File: src/tmcw_pkg.sv
/*
  Constants shared by the test-mode and continuous-wave Doppler control bank.
  Assumes a byte-wide register port from the serial control port decoder.
*/
package tmcw_pkg;
  // ---------------------------------------------------------------
  // Register offsets
  // ---------------------------------------------------------------
  localparam logic [12:0] ADDR_CHANNEL_TEST_ENABLES = 13'h0_11a;
  localparam logic [12:0] ADDR_TEST_SELECTION       = 13'h0_11b;
  localparam logic [12:0] ADDR_SPARE_A              = 13'h0_11c;
  localparam logic [12:0] ADDR_SPARE_B              = 13'h0_11d;
  localparam logic [12:0] ADDR_SPARE_C              = 13'h0_11e;
  localparam logic [12:0] ADDR_SPARE_D              = 13'h0_11f;
  localparam logic [12:0] ADDR_DOPPLER_CTRL         = 13'h0_120;
  localparam logic [12:0] ADDR_SPARE_E              = 13'h0_180;

  // ---------------------------------------------------------------
  // Reset values
  // ---------------------------------------------------------------
  localparam logic [7:0] RST_CHANNEL_TEST_ENABLES = 8'h00;
  localparam logic [7:0] RST_TEST_SELECTION       = 8'h00;
  localparam logic [7:0] RST_SPARE_ABCD           = 8'h00;
  localparam logic [7:0] RST_DOPPLER_CTRL         = 8'h00;
  localparam logic [7:0] RST_SPARE_E              = 8'h87;

  // ---------------------------------------------------------------
  // Field positions
  // ---------------------------------------------------------------
  localparam int SEL_MSB      = 2;  // Test selection field top bit.
  localparam int SWAP_BIT     = 6;  // Doppler I/Q swap control.
  localparam int OFS_DIS_BIT  = 5;  // Preamp offset cancellation off.
  localparam int GM_MSB       = 4;  // Cancellation transconductance.
  localparam int GM_LSB       = 3;
  localparam int OVR_MSB      = 1;  // Tone frequency override field.
  localparam int OVR_LSB      = 0;

  // ---------------------------------------------------------------
  // Test selection codes
  // ---------------------------------------------------------------
  localparam logic [2:0] SEL_OFF     = 3'h0;
  localparam logic [2:0] SEL_SINE    = 3'h1;
  localparam logic [2:0] SEL_CHAN_ID = 3'h3;
  localparam logic [2:0] SEL_TONE    = 3'h4;

  localparam int NUM_CH = 8;  // Channel count.
endpackage : tmcw_pkg

File: src/tmcw_bank.sv
/*
  Test-mode and continuous-wave Doppler configuration bank with the test
  pattern data path. Assumes the serial control port delivers decoded byte
  accesses on clk, and the chip address straps arrive asynchronously.
*/
`timescale 1ns/1ps
module tmcw_bank (
  input  wire logic         clk,
  input  wire logic         rst,
  input  wire logic [12:0]  reg_addr,
  input  wire logic         reg_wr,
  input  wire logic [7:0]   reg_wdata,
  input  wire logic         reg_rd,
  output logic      [7:0]   reg_rdata,
  output logic              reg_rvalid,
  input  wire logic [4:0]   chip_addr_pin,
  input  wire logic         sample_strobe,
  input  wire logic [127:0] conv_data,
  output logic      [127:0] out_data,
  output logic      [7:0]   analog_tone_en,
  output logic              iq_swap,
  output logic              preamp_offset_cancel_en,
  output logic      [1:0]   offset_cancel_gm,
  output logic              tone_force_lo,
  output logic              tone_force_dc
);
  // ---------------------------------------------------------------
  // Helper functions
  // ---------------------------------------------------------------
  // Eight-step sine table indexed by phase.
  function automatic logic [15:0] tmcw_sine(input logic [2:0] ph);
    case (ph)
      3'h0:    tmcw_sine = 16'h0000;
      3'h1:    tmcw_sine = 16'h16a0;
      3'h2:    tmcw_sine = 16'h1fff;
      3'h3:    tmcw_sine = 16'h16a0;
      3'h4:    tmcw_sine = 16'h0000;
      3'h5:    tmcw_sine = 16'he960;
      3'h6:    tmcw_sine = 16'he001;
      default: tmcw_sine = 16'he960;
    endcase
  endfunction : tmcw_sine

  // Address match for a register write.
  function automatic logic tmcw_wr_hit(input logic [12:0] a,
                                       input logic [12:0] target);
    tmcw_wr_hit = (a == target);
  endfunction : tmcw_wr_hit

  // ---------------------------------------------------------------
  // Register state
  // ---------------------------------------------------------------
  logic [7:0]   chan_en;        // Per-channel test enables.
  logic [2:0]   test_sel;       // Global test selection.
  logic [6:0]   dop_ctrl;       // Stored Doppler control bits.
  logic [7:0]   next_chan_en;   // Next enables.
  logic [2:0]   next_test_sel;  // Next selection.
  logic [6:0]   next_dop_ctrl;  // Next Doppler control.
  logic [7:0]   next_rdata;     // Next read data.
  logic         next_rvalid;    // Next read valid.

  // Computes register updates and read answers.
  always_comb
  begin
    next_chan_en  = chan_en;
    next_test_sel = test_sel;
    next_dop_ctrl = dop_ctrl;
    next_rdata    = reg_rdata;
    next_rvalid   = reg_rd;
    if (reg_wr)
    begin
      if (tmcw_wr_hit(reg_addr, tmcw_pkg::ADDR_CHANNEL_TEST_ENABLES))
        next_chan_en = reg_wdata;
      // Only the low field is kept; a single global copy exists.
      if (tmcw_wr_hit(reg_addr, tmcw_pkg::ADDR_TEST_SELECTION))
        next_test_sel = reg_wdata[tmcw_pkg::SEL_MSB:0];
      if (tmcw_wr_hit(reg_addr, tmcw_pkg::ADDR_DOPPLER_CTRL))
      begin
        next_dop_ctrl = reg_wdata[6:0];
        next_dop_ctrl[2] = 1'b0;  // Unused bit stays clear.
      end
    end
    if (reg_rd)
    begin
      case (reg_addr)
        tmcw_pkg::ADDR_CHANNEL_TEST_ENABLES: next_rdata = chan_en;
        tmcw_pkg::ADDR_TEST_SELECTION:       next_rdata = {5'h00, test_sel};
        tmcw_pkg::ADDR_DOPPLER_CTRL:         next_rdata = {1'b0, dop_ctrl};
        tmcw_pkg::ADDR_SPARE_A,
        tmcw_pkg::ADDR_SPARE_B,
        tmcw_pkg::ADDR_SPARE_C,
        tmcw_pkg::ADDR_SPARE_D:   next_rdata = tmcw_pkg::RST_SPARE_ABCD;
        tmcw_pkg::ADDR_SPARE_E:   next_rdata = tmcw_pkg::RST_SPARE_E;
        default:                  next_rdata = 8'h00;  // Unmapped.
      endcase
    end
  end

  // Registers the bank; reset gives the documented defaults.
  always_ff @(posedge clk)
  begin
    if (rst)
    begin
      chan_en    <= tmcw_pkg::RST_CHANNEL_TEST_ENABLES;
      test_sel   <= tmcw_pkg::RST_TEST_SELECTION[2:0];
      dop_ctrl   <= tmcw_pkg::RST_DOPPLER_CTRL[6:0];
      reg_rdata  <= 8'h00;
      reg_rvalid <= 1'b0;
    end
    else
    begin
      chan_en    <= next_chan_en;
      test_sel   <= next_test_sel;
      dop_ctrl   <= next_dop_ctrl;
      reg_rdata  <= next_rdata;
      reg_rvalid <= next_rvalid;
    end
  end

  // ---------------------------------------------------------------
  // Chip address synchroniser
  // ---------------------------------------------------------------
  logic [4:0] addr_meta;  // First stage, read only by the second.
  logic [4:0] addr_sync;  // Stable chip address.

  // Two flip-flops bring the strap pins onto clk.
  always_ff @(posedge clk)
  begin
    if (rst)
    begin
      addr_meta <= 5'h00;
      addr_sync <= 5'h00;
    end
    else
    begin
      addr_meta <= chip_addr_pin;
      addr_sync <= addr_meta;
    end
  end

  // ---------------------------------------------------------------
  // Test pattern data path and control outputs
  // ---------------------------------------------------------------
  logic [6:0]   ramp;             // Channel-ID ramp counter.
  logic [2:0]   phase;            // Sine phase.
  logic [6:0]   next_ramp;
  logic [2:0]   next_phase;
  logic [127:0] next_out_data;
  logic [7:0]   next_tone_en;
  logic [3:0]   ctl_bits;         // Next control outputs, packed.

  // Selects per-channel data; undefined codes leave data untouched.
  always_comb
  begin
    next_ramp     = ramp;
    next_phase    = phase;
    next_out_data = out_data;
    for (int ch = 0; ch < tmcw_pkg::NUM_CH; ch++)
    begin
      // Tone injection follows the enables only under code 100.
      next_tone_en[ch] = chan_en[ch] &&
                         (test_sel == tmcw_pkg::SEL_TONE);
    end
    if (sample_strobe)
    begin
      next_phase = phase + 3'h1;
      if (test_sel == tmcw_pkg::SEL_CHAN_ID)
        next_ramp = ramp + 7'h01;
      for (int ch = 0; ch < tmcw_pkg::NUM_CH; ch++)
      begin
        if (chan_en[ch] && test_sel == tmcw_pkg::SEL_SINE)
          next_out_data[ch*16 +: 16] = tmcw_sine(phase);
        else if (chan_en[ch] && test_sel == tmcw_pkg::SEL_CHAN_ID)
          next_out_data[ch*16 +: 16] =
            {ramp, 1'b0, 3'(ch), addr_sync};
        else
        begin
          // Off, tone, reserved codes or disabled channel pass data.
          next_out_data[ch*16 +: 16] = conv_data[ch*16 +: 16];
        end
      end
    end
    ctl_bits    = 4'h0;
    ctl_bits[0] = dop_ctrl[tmcw_pkg::SWAP_BIT];
    ctl_bits[1] = ~dop_ctrl[tmcw_pkg::OFS_DIS_BIT];
    ctl_bits[2] = (dop_ctrl[tmcw_pkg::OVR_MSB:tmcw_pkg::OVR_LSB] ==
                   2'h1);
    ctl_bits[3] = dop_ctrl[tmcw_pkg::OVR_MSB];
  end

  // Registers the data path and control outputs.
  always_ff @(posedge clk)
  begin
    if (rst)
    begin
      ramp                    <= 7'h00;
      phase                   <= 3'h0;
      out_data                <= 128'h0;
      analog_tone_en          <= 8'h00;
      iq_swap                 <= 1'b0;
      preamp_offset_cancel_en <= 1'b1;
      offset_cancel_gm        <= 2'h0;
      tone_force_lo           <= 1'b0;
      tone_force_dc           <= 1'b0;
    end
    else
    begin
      ramp                    <= next_ramp;
      phase                   <= next_phase;
      out_data                <= next_out_data;
      analog_tone_en          <= next_tone_en;
      iq_swap                 <= ctl_bits[0];
      preamp_offset_cancel_en <= ctl_bits[1];
      offset_cancel_gm        <= dop_ctrl[tmcw_pkg::GM_MSB:tmcw_pkg::GM_LSB];
      tone_force_lo           <= ctl_bits[2];
      tone_force_dc           <= ctl_bits[3];
    end
  end

  // ---------------------------------------------------------------
  // Assertions
  // ---------------------------------------------------------------
  property p_reset_off;
    @(posedge clk) rst |=> (test_sel == 3'h0) && (chan_en == 8'h00);
  endproperty
  a_reset_off: assert property (p_reset_off)
    else $error("Test state not cleared by reset.");
  property p_sine;
    @(posedge clk) disable iff (rst)
      (sample_strobe && chan_en[0] && test_sel == 3'h1)
      |=> out_data[15:0] == tmcw_sine($past(phase));
  endproperty
  a_sine: assert property (p_sine)
    else $error("Sine word wrong on channel zero.");
  property p_chan_id;
    @(posedge clk) disable iff (rst)
      (sample_strobe && chan_en[1] && test_sel == 3'h3)
      |=> out_data[31:16] == {$past(ramp), 1'b0, 3'h1, $past(addr_sync)};
  endproperty
  a_chan_id: assert property (p_chan_id)
    else $error("Channel ID word wrong on channel one.");
  property p_tone;
    @(posedge clk) disable iff (rst)
      ##1 analog_tone_en == ($past(test_sel) == 3'h4 ? $past(chan_en)
                                                     : 8'h00);
  endproperty
  a_tone: assert property (p_tone)
    else $error("Tone enable does not follow selection.");
  property p_sel_write;
    @(posedge clk) disable iff (rst)
      (reg_wr && reg_addr == tmcw_pkg::ADDR_TEST_SELECTION)
      |=> test_sel == $past(reg_wdata[2:0]);
  endproperty
  a_sel_write: assert property (p_sel_write)
    else $error("Selection write not taken.");
  property p_swap;
    @(posedge clk) disable iff (rst)
      (reg_wr && reg_addr == tmcw_pkg::ADDR_DOPPLER_CTRL)
      |=> ##1 iq_swap == $past(reg_wdata[6], 2);
  endproperty
  a_swap: assert property (p_swap)
    else $error("Swap output wrong after write.");
  property p_ofs;
    @(posedge clk) disable iff (rst)
      (reg_wr && reg_addr == tmcw_pkg::ADDR_DOPPLER_CTRL) |=> ##1
        preamp_offset_cancel_en == !$past(reg_wdata[5], 2);
  endproperty
  a_ofs: assert property (p_ofs)
    else $error("Offset cancellation polarity wrong.");
  property p_override;
    @(posedge clk) disable iff (rst)
      (reg_wr && reg_addr == tmcw_pkg::ADDR_DOPPLER_CTRL && reg_wdata[1])
      |=> ##1 tone_force_dc && !tone_force_lo;
  endproperty
  a_override: assert property (p_override)
    else $error("Override to dc not applied.");
  property p_pass;
    @(posedge clk) disable iff (rst)
      (sample_strobe && !chan_en[2])
      |=> out_data[47:32] == $past(conv_data[47:32]);
  endproperty
  a_pass: assert property (p_pass)
    else $error("Disabled channel did not pass data.");
endmodule : tmcw_bank

File: config.mk
export PLATFORM = sky130hd
export DESIGN_NAME = tmcw_bank
export DESIGN_NICKNAME = d
export VERILOG_FILES = /design/src/tmcw_pkg.sv /design/src/tmcw_bank.sv
export SDC_FILE = /design/constraint.sdc
export NUM_CORES = 1
export LEC_CHECK = 0
export ABC_AREA = 1
export BUFFER_PORTS_ARGS = -buffer_cell sky130_fd_sc_hd__buf_2
export CAP_MARGIN = 20
export CORE_MARGIN = 4
export CORE_UTILIZATION = 40
export DETAILED_ROUTE_END_ITERATION = 16
export HOLD_SLACK_MARGIN = 0.06
export PLACE_DENSITY_LB_ADDON = 0.12
export SETUP_SLACK_MARGIN = 0.1
export SKIP_LAST_GASP = 1
export SLEW_MARGIN = 20
export SYNTH_ARGS = -nofsm -noshare
export SYNTH_HDL_FRONTEND = slang
export SYNTH_SLANG_ARGS = --single-unit
File: constraint.sdc
create_clock -name clk -period 1.6 [get_ports clk]
set_clock_uncertainty 0.15 [all_clocks]
set_input_delay 0.32 -clock clk [delete_from_list [all_inputs] [get_ports clk]]
set_output_delay 0.32 -clock clk [all_outputs]
set_load 0.02 [all_outputs]
==> results of run 1 <==
[registers in the layout (all words and copies together), names as in the netlist, 3 cells and up]
name            cells
out_data          128
addr_meta           5
test_sel            3
ramp                7
phase               3
chan_en             8
analog_tone_en      8
reg_rdata           8
addr_sync           5
dop_ctrl            6
[cell type report]
cell class | count | area [sq um]
clock buffer | 20 | 467
clock inverter | 11 | 108
fill | 1765 | 6610
tap | 275 | 344
inverter | 115 | 480
timing repair buffer | 549 | 4020
sequential | 188 | 3780
multi-input combinational | 806 | 5140
[worst paths after layout]
path             endpoint  slack [ns]  cells past startpoint
max          out_data[33]       -0.16                     11
min          out_data[46]        0.07                      5
max reg2reg  out_data[33]       -0.16                     11
min reg2reg  addr_sync[1]        0.25                      2
[logic make-up (layout without fill, tap and decap cells)]
kind of cell,Yosys count,after routing,synth area share
buffers and inverters,181,695,0.0909
AO/OA/AOI/OAI,336,336,0.226
adder cells (fa/ha/maj),7,7,0.0103
flip-flops,188,188,0.443
AND/OR/NAND/NOR,461,463,0.229
[power breakdown]
group	total, mW	internal [mW]	switching [mW]	leakage [nW]
logic	2.17	0.949	1.22	4.80
registers	5.06	4.92	0.140	1.56
clock network	4.22	2.28	1.93	0.268
total	11.5	8.15	3.30	6.62
[stage by stage]
stage	hold WS (ns)	instance area, sq um	instances
floorplan	0.229	8660	1173
global placement	0.245	11200	1789
detailed placement	0.242	11200	1789
CTS	0.0614	13200	1938
global route	0.0716	14300	1964
finish	0.0701	14300	1964
[Yosys cell counts (5+ instances only)]
library cell / n
a211oi_1: 45
a21oi_1: 105
a22oi_1: 8
a31oi_1: 7
buf_2: 20
clkbuf_1: 37
dfxtp_1: 188
ha_1: 7
inv_1: 105
inv_2: 6
nand2_1: 158
nand3_1: 49
nor2_1: 217
nor2_2: 8
nor2_4: 5
nor3_1: 11
o211ai_1: 11
o21ai_0: 139
o221ai_1: 9
[worst max-delay path, stage by stage, from the launching register on]
cell and delay [ns]:
dfxtp_2 0.36, inv_4 0.06, nand2_8 0.11, nor2_8 0.07, buf_6 0.11, buf_6 0.11, nand2_8 0.08, buf_12 0.12
buf_4 0.11, nor2_4 0.03, a211oi_2 0.26, nor2_1 0.06
[routing by layer]
metal	track usage	vias up	wire, microns
met5	0	-	12
met1	0.344	4666	14300
met3	0.0501	71	2250
li1	-	4914	-
met2	0.466	399	17200
met4	0.101	2	1100
[what timing repair did]
item | 4_1_cts | 5_1_grt
hold buffers | 106 | 0
endpoints found under the setup margin | 132 | 136
cloned | 1 | 3
pin swaps | 13 | 61
hold endpoints to repair | 110 | 0
setup buffers | 11 | 23
gates resized for setup | 88 | 215
==> results.sh, run 1 <==
export IMPL_slew_violations=0
export IMPL_grt_antenna_before_repair=1
export IMPL_worstPathRequired_ns=1.78
export IMPL_synth_area_sq_um=8490
export IMPL_cts_htree_levels=4
export IMPL_grt_overflow=0
export IMPL_timing_fmax_ghz=0.570
export IMPL_vias_per_cell=5.12
export IMPL_final_core_util=0.685
export IMPL_start_util=0.405
export IMPL_synthArstFlopShare=0
export IMPL_layout_commonest_cell="buf_2"
export IMPL_setup_violations_final=104
export IMPL_max_cap_violations=0
export IMPL_setup_tns_ns=-5.17
export IMPL_worstSetupPathType="reg -> reg"
export IMPL_tightest_slew_ns=0.761
export IMPL_rows=53
export IMPL_worstHoldStart="conv_data[46]"
export IMPL_dp_hpwl_microns=24300
export IMPL_netlist_cell_type_count=39
export IMPL_cts_root_buf="clkbuf_16"
export IMPL_relSlewSlack=0.492
export IMPL_outcome="finished, violations left"
export IMPL_grt_max_degree=70
export IMPL_pin_count=310
export IMPL_rsz0062_at_grt="true"
export IMPL_vias=10100
export IMPL_yosysSeqAreaShare=0.443
export IMPL_r2r_start="test_sel[2]"
export IMPL_syn_inst=1173
export IMPL_syn2layout_area_growth_pct=69.0
export IMPL_dieArea_sq_um=23600
export IMPL_arrival_ns=1.93
export IMPL_irDropWorstVdd_mv=0.722
export IMPL_drive_above_1_share=0.420
export IMPL_total_power_mw=11.5
export IMPL_hold_path_class="in -> reg"
export IMPL_wirelength_microns=34800
export IMPL_avgSynthCellArea_sq_um=7.24
export IMPL_fin_nets=1843
export IMPL_synth_top_area_share=0.443
export IMPL_pre_cts_ws_ns=-0.143
export IMPL_ys_top_cells_by_area="dfxtp_1 44%, nor2_1 9.6%, o21ai_0 8.2%"
export IMPL_ys_warn_count=0
export IMPL_violations="negative setup slack"
export IMPL_antenna_cells=0
export IMPL_syn_nets=1339
export IMPL_fin_crit_sh=1.10
export IMPL_min_period_ns=1.76
export IMPL_cp_max_fo=7
export IMPL_clk_pin_slew_worst_paths_ns=0.07
export IMPL_numPortBuffers=309
export IMPL_critical_path_startpoint="test_sel[2]"
export IMPL_grt_usage=0.273
export IMPL_ant_nets=0
export IMPL_fin_ws_ns=-0.155
export IMPL_drt_pass1_iterations=5
export IMPL_wl_per_cell_microns=17.7
export IMPL_power_density_nw_per_um2=798
export IMPL_core_area_sq_um=21000
export IMPL_startpoint_type="flop"
export IMPL_cts_sinks=188
export IMPL_yosys_area_top_type="dfxtp_1"
export IMPL_place_gp_congestion=0.883
export IMPL_ys_ff_latch=188
export IMPL_die_w_microns=154
export IMPL_drt_iter0_drc=598
export IMPL_dieHeight_microns=154
export IMPL_insertion_delay_ns=0.43
export IMPL_final_cell_mix="307 x buf_2, 189 x nor2_1, 181 x dfxtp_1"
export IMPL_grt_pass1_wl_microns=51500
export IMPL_p_leak_nw=6.62
export IMPL_ys_flop_type="dfxtp_1"
export IMPL_cts_buffer_depth=2
export IMPL_drc=0
export IMPL_finalHoldViolCount=0
export IMPL_cp_end_kind="flop"
export IMPL_synth_edff_count=0
export IMPL_grt_pass1_vias=9655
export IMPL_cts_buffers=17
export IMPL_cts_tree="done"
Power figures use the tool's default switching activity.
==> run 2, diff against run 1 <==
--- a/config.mk
+++ b/config.mk
@@ -12,8 +12,10 @@
 export CORE_UTILIZATION = 40
 export DETAILED_ROUTE_END_ITERATION = 16
 export HOLD_SLACK_MARGIN = 0.06
+export MAX_ROUTING_LAYER = met4
 export PLACE_DENSITY_LB_ADDON = 0.12
 export SETUP_SLACK_MARGIN = 0.1
+export SKIP_CTS_REPAIR_TIMING = 1
 export SKIP_LAST_GASP = 1
 export SLEW_MARGIN = 20
 export SYNTH_ARGS = -nofsm -noshare
==> results.sh, run 2 (same netlist as run 1, synthesis figures left out) <==
export IMPL_cts_sinks=188
export IMPL_dp_hpwl_microns=24300
export IMPL_cts_tree="done"
export IMPL_tightest_slew_ns=0.629
export IMPL_vias=9797
export IMPL_outcome="finished, violations left"
export IMPL_violations="negative setup slack"
export IMPL_grt_pass1_vias=8777
export IMPL_fin_ws_ns=-0.159
export IMPL_start_util=0.405
export IMPL_cts_buffer_depth=2
export IMPL_p_leak_nw=6.27
export IMPL_dieArea_sq_um=23600
export IMPL_die_w_microns=154
export IMPL_grt_pass1_wl_microns=48000
export IMPL_pre_cts_ws_ns=-0.143
export IMPL_cp_max_fo=5
export IMPL_cp_end_kind="flop"
export IMPL_worstPathRequired_ns=1.84
export IMPL_worstSetupPathType="reg -> reg"
export IMPL_cts_htree_levels=4
export IMPL_max_cap_violations=0
export IMPL_setup_violations_final=95
export IMPL_finalHoldViolCount=0
export IMPL_grt_max_degree=70
export IMPL_wl_per_cell_microns=17.4
export IMPL_startpoint_type="flop"
export IMPL_grt_antenna_before_repair=1
export IMPL_fin_nets=1796
export IMPL_cts_root_buf="clkbuf_16"
export IMPL_final_core_util=0.637
export IMPL_irDropWorstVdd_mv=0.734
export IMPL_rsz0062_at_grt="true"
export IMPL_insertion_delay_ns=0.43
export IMPL_relSlewSlack=0.580
export IMPL_ant_nets=0
export IMPL_place_gp_congestion=0.898
export IMPL_syn2layout_area_growth_pct=57.2
export IMPL_drive_above_1_share=0.386
export IMPL_min_period_ns=1.76
export IMPL_drt_iter0_drc=560
export IMPL_numPortBuffers=309
export IMPL_drc=0
export IMPL_cts_buffers=17
export IMPL_core_area_sq_um=21000
export IMPL_drt_pass1_iterations=5
export IMPL_num_fill_cells=1898
export IMPL_power_density_nw_per_um2=845
export IMPL_dieHeight_microns=154
export IMPL_wirelength_microns=33300
export IMPL_total_power_mw=11.3
export IMPL_timing_fmax_ghz=0.569
export IMPL_clk_pin_slew_worst_paths_ns=0.07
export IMPL_setup_tns_ns=-5.39
export IMPL_grt_usage=0.263
export IMPL_arrival_ns=1.99
export IMPL_largest_register_ffs=128
export IMPL_grt_overflow=0
export IMPL_final_cell_mix="308 x buf_2, 208 x nor2_1, 182 x dfxtp_1"
export IMPL_rows=53
export IMPL_fin_crit_sh=1.10
export IMPL_slew_violations=0
export IMPL_largest_register="out_data"
export IMPL_hold_path_class="in -> reg"
export IMPL_vias_per_cell=5.11
export IMPL_pin_count=310
export IMPL_layout_commonest_cell="buf_2"
## run 2: final timing paths
path              cells past startpoint  slack, ns       endpoint          from
hold / removal                        3       0.03    dop_ctrl[4]  reg_wdata[4]
hold reg to reg                       2       0.25   addr_sync[1]  addr_meta[1]
setup reg to reg                      9      -0.16  out_data[107]      phase[1]
setup / recovery                      9      -0.16  out_data[107]      phase[1]
## run 2: where the power goes
part	total (mW)	leakage, nW	switching, mW	internal (mW)
clock	4.22	0.268	1.94	2.28
sequential	5.06	1.55	0.137	4.92
combinational	1.99	4.45	1.13	0.857
total	11.3	6.27	3.21	8.06
## run 2: area by class of cell
class,count,area (sq um),area share
tap,275,344,0.0258
sequential,188,3780,0.283
inverter,115,475,0.0356
clock inverter,11,108,0.00807
multi-input combinational,806,4680,0.350
antenna,1,2.50,0.000188
clock buffer,20,467,0.0350
timing repair buffer,502,3490,0.262
## run 2: through the flow
stage | std cells | cell area (sq um) | hold slack (ns)
6_report | 1918 | 13300 | 0.0297
5_1_grt | 1918 | 13300 | 0.0628
4_1_cts | 1820 | 11800 | -0.0833
3_5_place_dp | 1789 | 11200 | 0.242
3_3_place_gp | 1789 | 11200 | 0.245
2_1_floorplan | 1173 | 8660 | 0.229
## run 2: metal layers
layer,global-route usage,vias to the layer above,wire [microns]
li1,-,4817,-
met1,0.334,4530,14100
met2,0.438,388,16400
met3,0.0481,62,1970
met4,0.0610,0,854
met5,-,-,0
## run 2: critical path: stages (launching register included)
cell,delay (ns)
dfxtp_4,0.36
ha_4,0.16
ha_4,0.14
nand3b_4,0.19
o21ai_4,0.27
buf_6,0.18
nand2_2,0.08
nand3_1,0.09
nand2_1,0.05
inv_1,0.05
==> run 3, diff against run 2 <==
--- a/config.mk
+++ b/config.mk
@@ -6,11 +6,11 @@
 export NUM_CORES = 1
 export LEC_CHECK = 0
 export ABC_AREA = 1
-export BUFFER_PORTS_ARGS = -buffer_cell sky130_fd_sc_hd__buf_2
 export CAP_MARGIN = 20
 export CORE_MARGIN = 4
 export CORE_UTILIZATION = 40
 export DETAILED_ROUTE_END_ITERATION = 16
+export DONT_BUFFER_PORTS = 1
 export HOLD_SLACK_MARGIN = 0.06
 export MAX_ROUTING_LAYER = met4
 export PLACE_DENSITY_LB_ADDON = 0.12
==> results.sh, run 3 (same netlist as run 1, synthesis figures left out) <==
export IMPL_vias=8723
export IMPL_slew_violations=0
export IMPL_grt_pass1_vias=7702
export IMPL_rows=53
export IMPL_worstPathRequired_ns=1.84
export IMPL_hold_path_class="in -> reg"
export IMPL_cp_max_fo=4
export IMPL_cts_buffer_depth=2
export IMPL_max_stage_delay_ns=0.34
export IMPL_numPortBuffers=0
export IMPL_start_util=0.405
export IMPL_endpoint="out_data[107]"
export IMPL_fin_crit_sh=1.11
export IMPL_finalHoldViolCount=87
export IMPL_fin_cells=1653
export IMPL_place_inst=1470
export IMPL_grt_usage=0.257
export IMPL_grt_antenna_before_repair=1
export IMPL_p_leak_nw=5.08
export IMPL_r2r_end="out_data[107]"
export IMPL_whs_ns=-0.189
export IMPL_pre_cts_ws_ns=-0.253
export IMPL_largest_register_ffs=128
export IMPL_dieArea_sq_um=23600
export IMPL_die_w_microns=154
export IMPL_place_gp_congestion=0.836
export IMPL_drc=0
export IMPL_cts_sinks=188
export IMPL_critPathSlowestCell="dfxtp_2"
export IMPL_rsz0062_at_grt="true"
export IMPL_irDropWorstVdd_mv=0.794
export IMPL_rrSetupSlack_ns=-0.17
export IMPL_cp_common_cell="ha_2"
export IMPL_wirelength_microns=32800
export IMPL_timing_fmax_ghz=0.565
export IMPL_pin_count=310
export IMPL_dieHeight_microns=154
export IMPL_worstRegToRegCells=9
export IMPL_min_period_ns=1.77
export IMPL_arrival_ns=2.01
export IMPL_largest_register="out_data"
export IMPL_core_area_sq_um=21000
export IMPL_final_cell_mix="207 x nor2_1, 183 x dfxtp_1, 132 x dlygate4sd3_1"
export IMPL_fin_ws_ns=-0.169
export IMPL_num_fill_cells=1936
export IMPL_power_density_nw_per_um2=887
export IMPL_drt_pass1_iterations=5
export IMPL_critical_path_startpoint="phase[1]"
export IMPL_worstSetupPathType="reg -> reg"
export IMPL_layout_commonest_cell="nor2_1"
export IMPL_relSlewSlack=0.658
export IMPL_cts_tree="done"
export IMPL_dp_hpwl_microns=22800
export IMPL_setup_violations_final=103
export IMPL_cp_end_kind="flop"
export IMPL_grt_pass1_wl_microns=46000
export IMPL_vias_per_cell=5.28
export IMPL_fin_area_sq_um=12300
export IMPL_cts_htree_levels=4
export IMPL_fin_nets=1531
export IMPL_cts_root_buf="clkbuf_16"
export IMPL_cts_buffers=17
export IMPL_tightest_slew_ns=0.512
export IMPL_drt_iter0_drc=629
export IMPL_wl_per_cell_microns=19.9
export IMPL_violations="negative hold slack, negative setup slack"
export IMPL_grt_max_degree=197
export IMPL_syn2layout_area_growth_pct=44.9
export IMPL_ant_nets=0
export IMPL_insertion_delay_ns=0.44
export IMPL_cp_cell_sequence="ha_2 -> ha_2 -> nand3b_4 -> o21ai_4 -> buf_6 -> nand2_4 -> nand3_2 -> nand2_1 -> inv_1"
export IMPL_total_power_mw=10.9
export IMPL_r2r_start="phase[1]"
export IMPL_max_cap_violations=0
export IMPL_placed_area_sq_um=9490
export IMPL_drive_above_1_share=0.237
export IMPL_grt_overflow=0
export IMPL_outcome="finished, violations left"
export IMPL_startpoint_type="flop"
export IMPL_clk_pin_slew_worst_paths_ns=0.07
-- run 3: layer usage --
layer | share of wire | track usage | vias up
met2 | 0.48 | 0.408 | 320
met1 | 0.42 | 0.308 | 4061
met3 | 0.077 | 0.0864 | 67
li1 | - | - | 4275
met5 | 0 | - | -
met4 | 0.031 | 0.0870 | 0
-- run 3: where the power goes --
part	internal, mW	total, mW	switching, mW	leakage (nW)
Combinational	0.630	1.22	0.586	3.25
Sequential	4.93	5.40	0.477	1.55
Clock	2.34	4.30	1.95	0.271
Total	7.90	10.9	3.02	5.08
-- run 3: worst min-delay path by stage --
stage,start,end,slack (ns),depth (start not counted)
2_1_floorplan,dop_ctrl[5],preamp_offset_cancel_en,0.23,1
3_3_place_gp,addr_meta[2],addr_sync[2],0.24,2
3_5_place_dp,addr_meta[1],addr_sync[1],0.24,2
4_1_cts,rst,reg_rdata[0],-0.21,1
5_1_grt,rst,reg_rdata[0],-0.21,1
6_report,rst,ramp[5],-0.19,1
-- run 3: stage by stage --
step	hold slack (ns)	setup TNS, ns	util
after floorplan	0.229	0	-
after global placement	0.243	-10.06	0.453
after detailed placement	0.242	-13.30	0.453
after CTS	-0.212	-15.63	0.480
after global routing	-0.207	-16.60	0.587
final	-0.189	-7.84	0.587
-- run 3: worst max-delay path, delay by kind of cell, from the launching register on --
kind,cells,cell delay [ns]
buffers and inverters,2,0.23
DFF,1,0.34
adders and majority gates,2,0.33
and+or+nand+nor,4,0.39
AOI/OAI and AO/OA,1,0.26
-- run 3: layout make-up --
type,instances,area (sq um),area share
diodes,2,5.00,0.000407
clock buffers,18,439,0.0357
inverters,115,480,0.0391
well taps,275,344,0.0280
clock inverters,12,139,0.0113
repair inverters,1,5.00,0.000407
repair buffers,235,2330,0.189
multi-input cells,807,4790,0.389
flip-flops and latches,188,3770,0.307
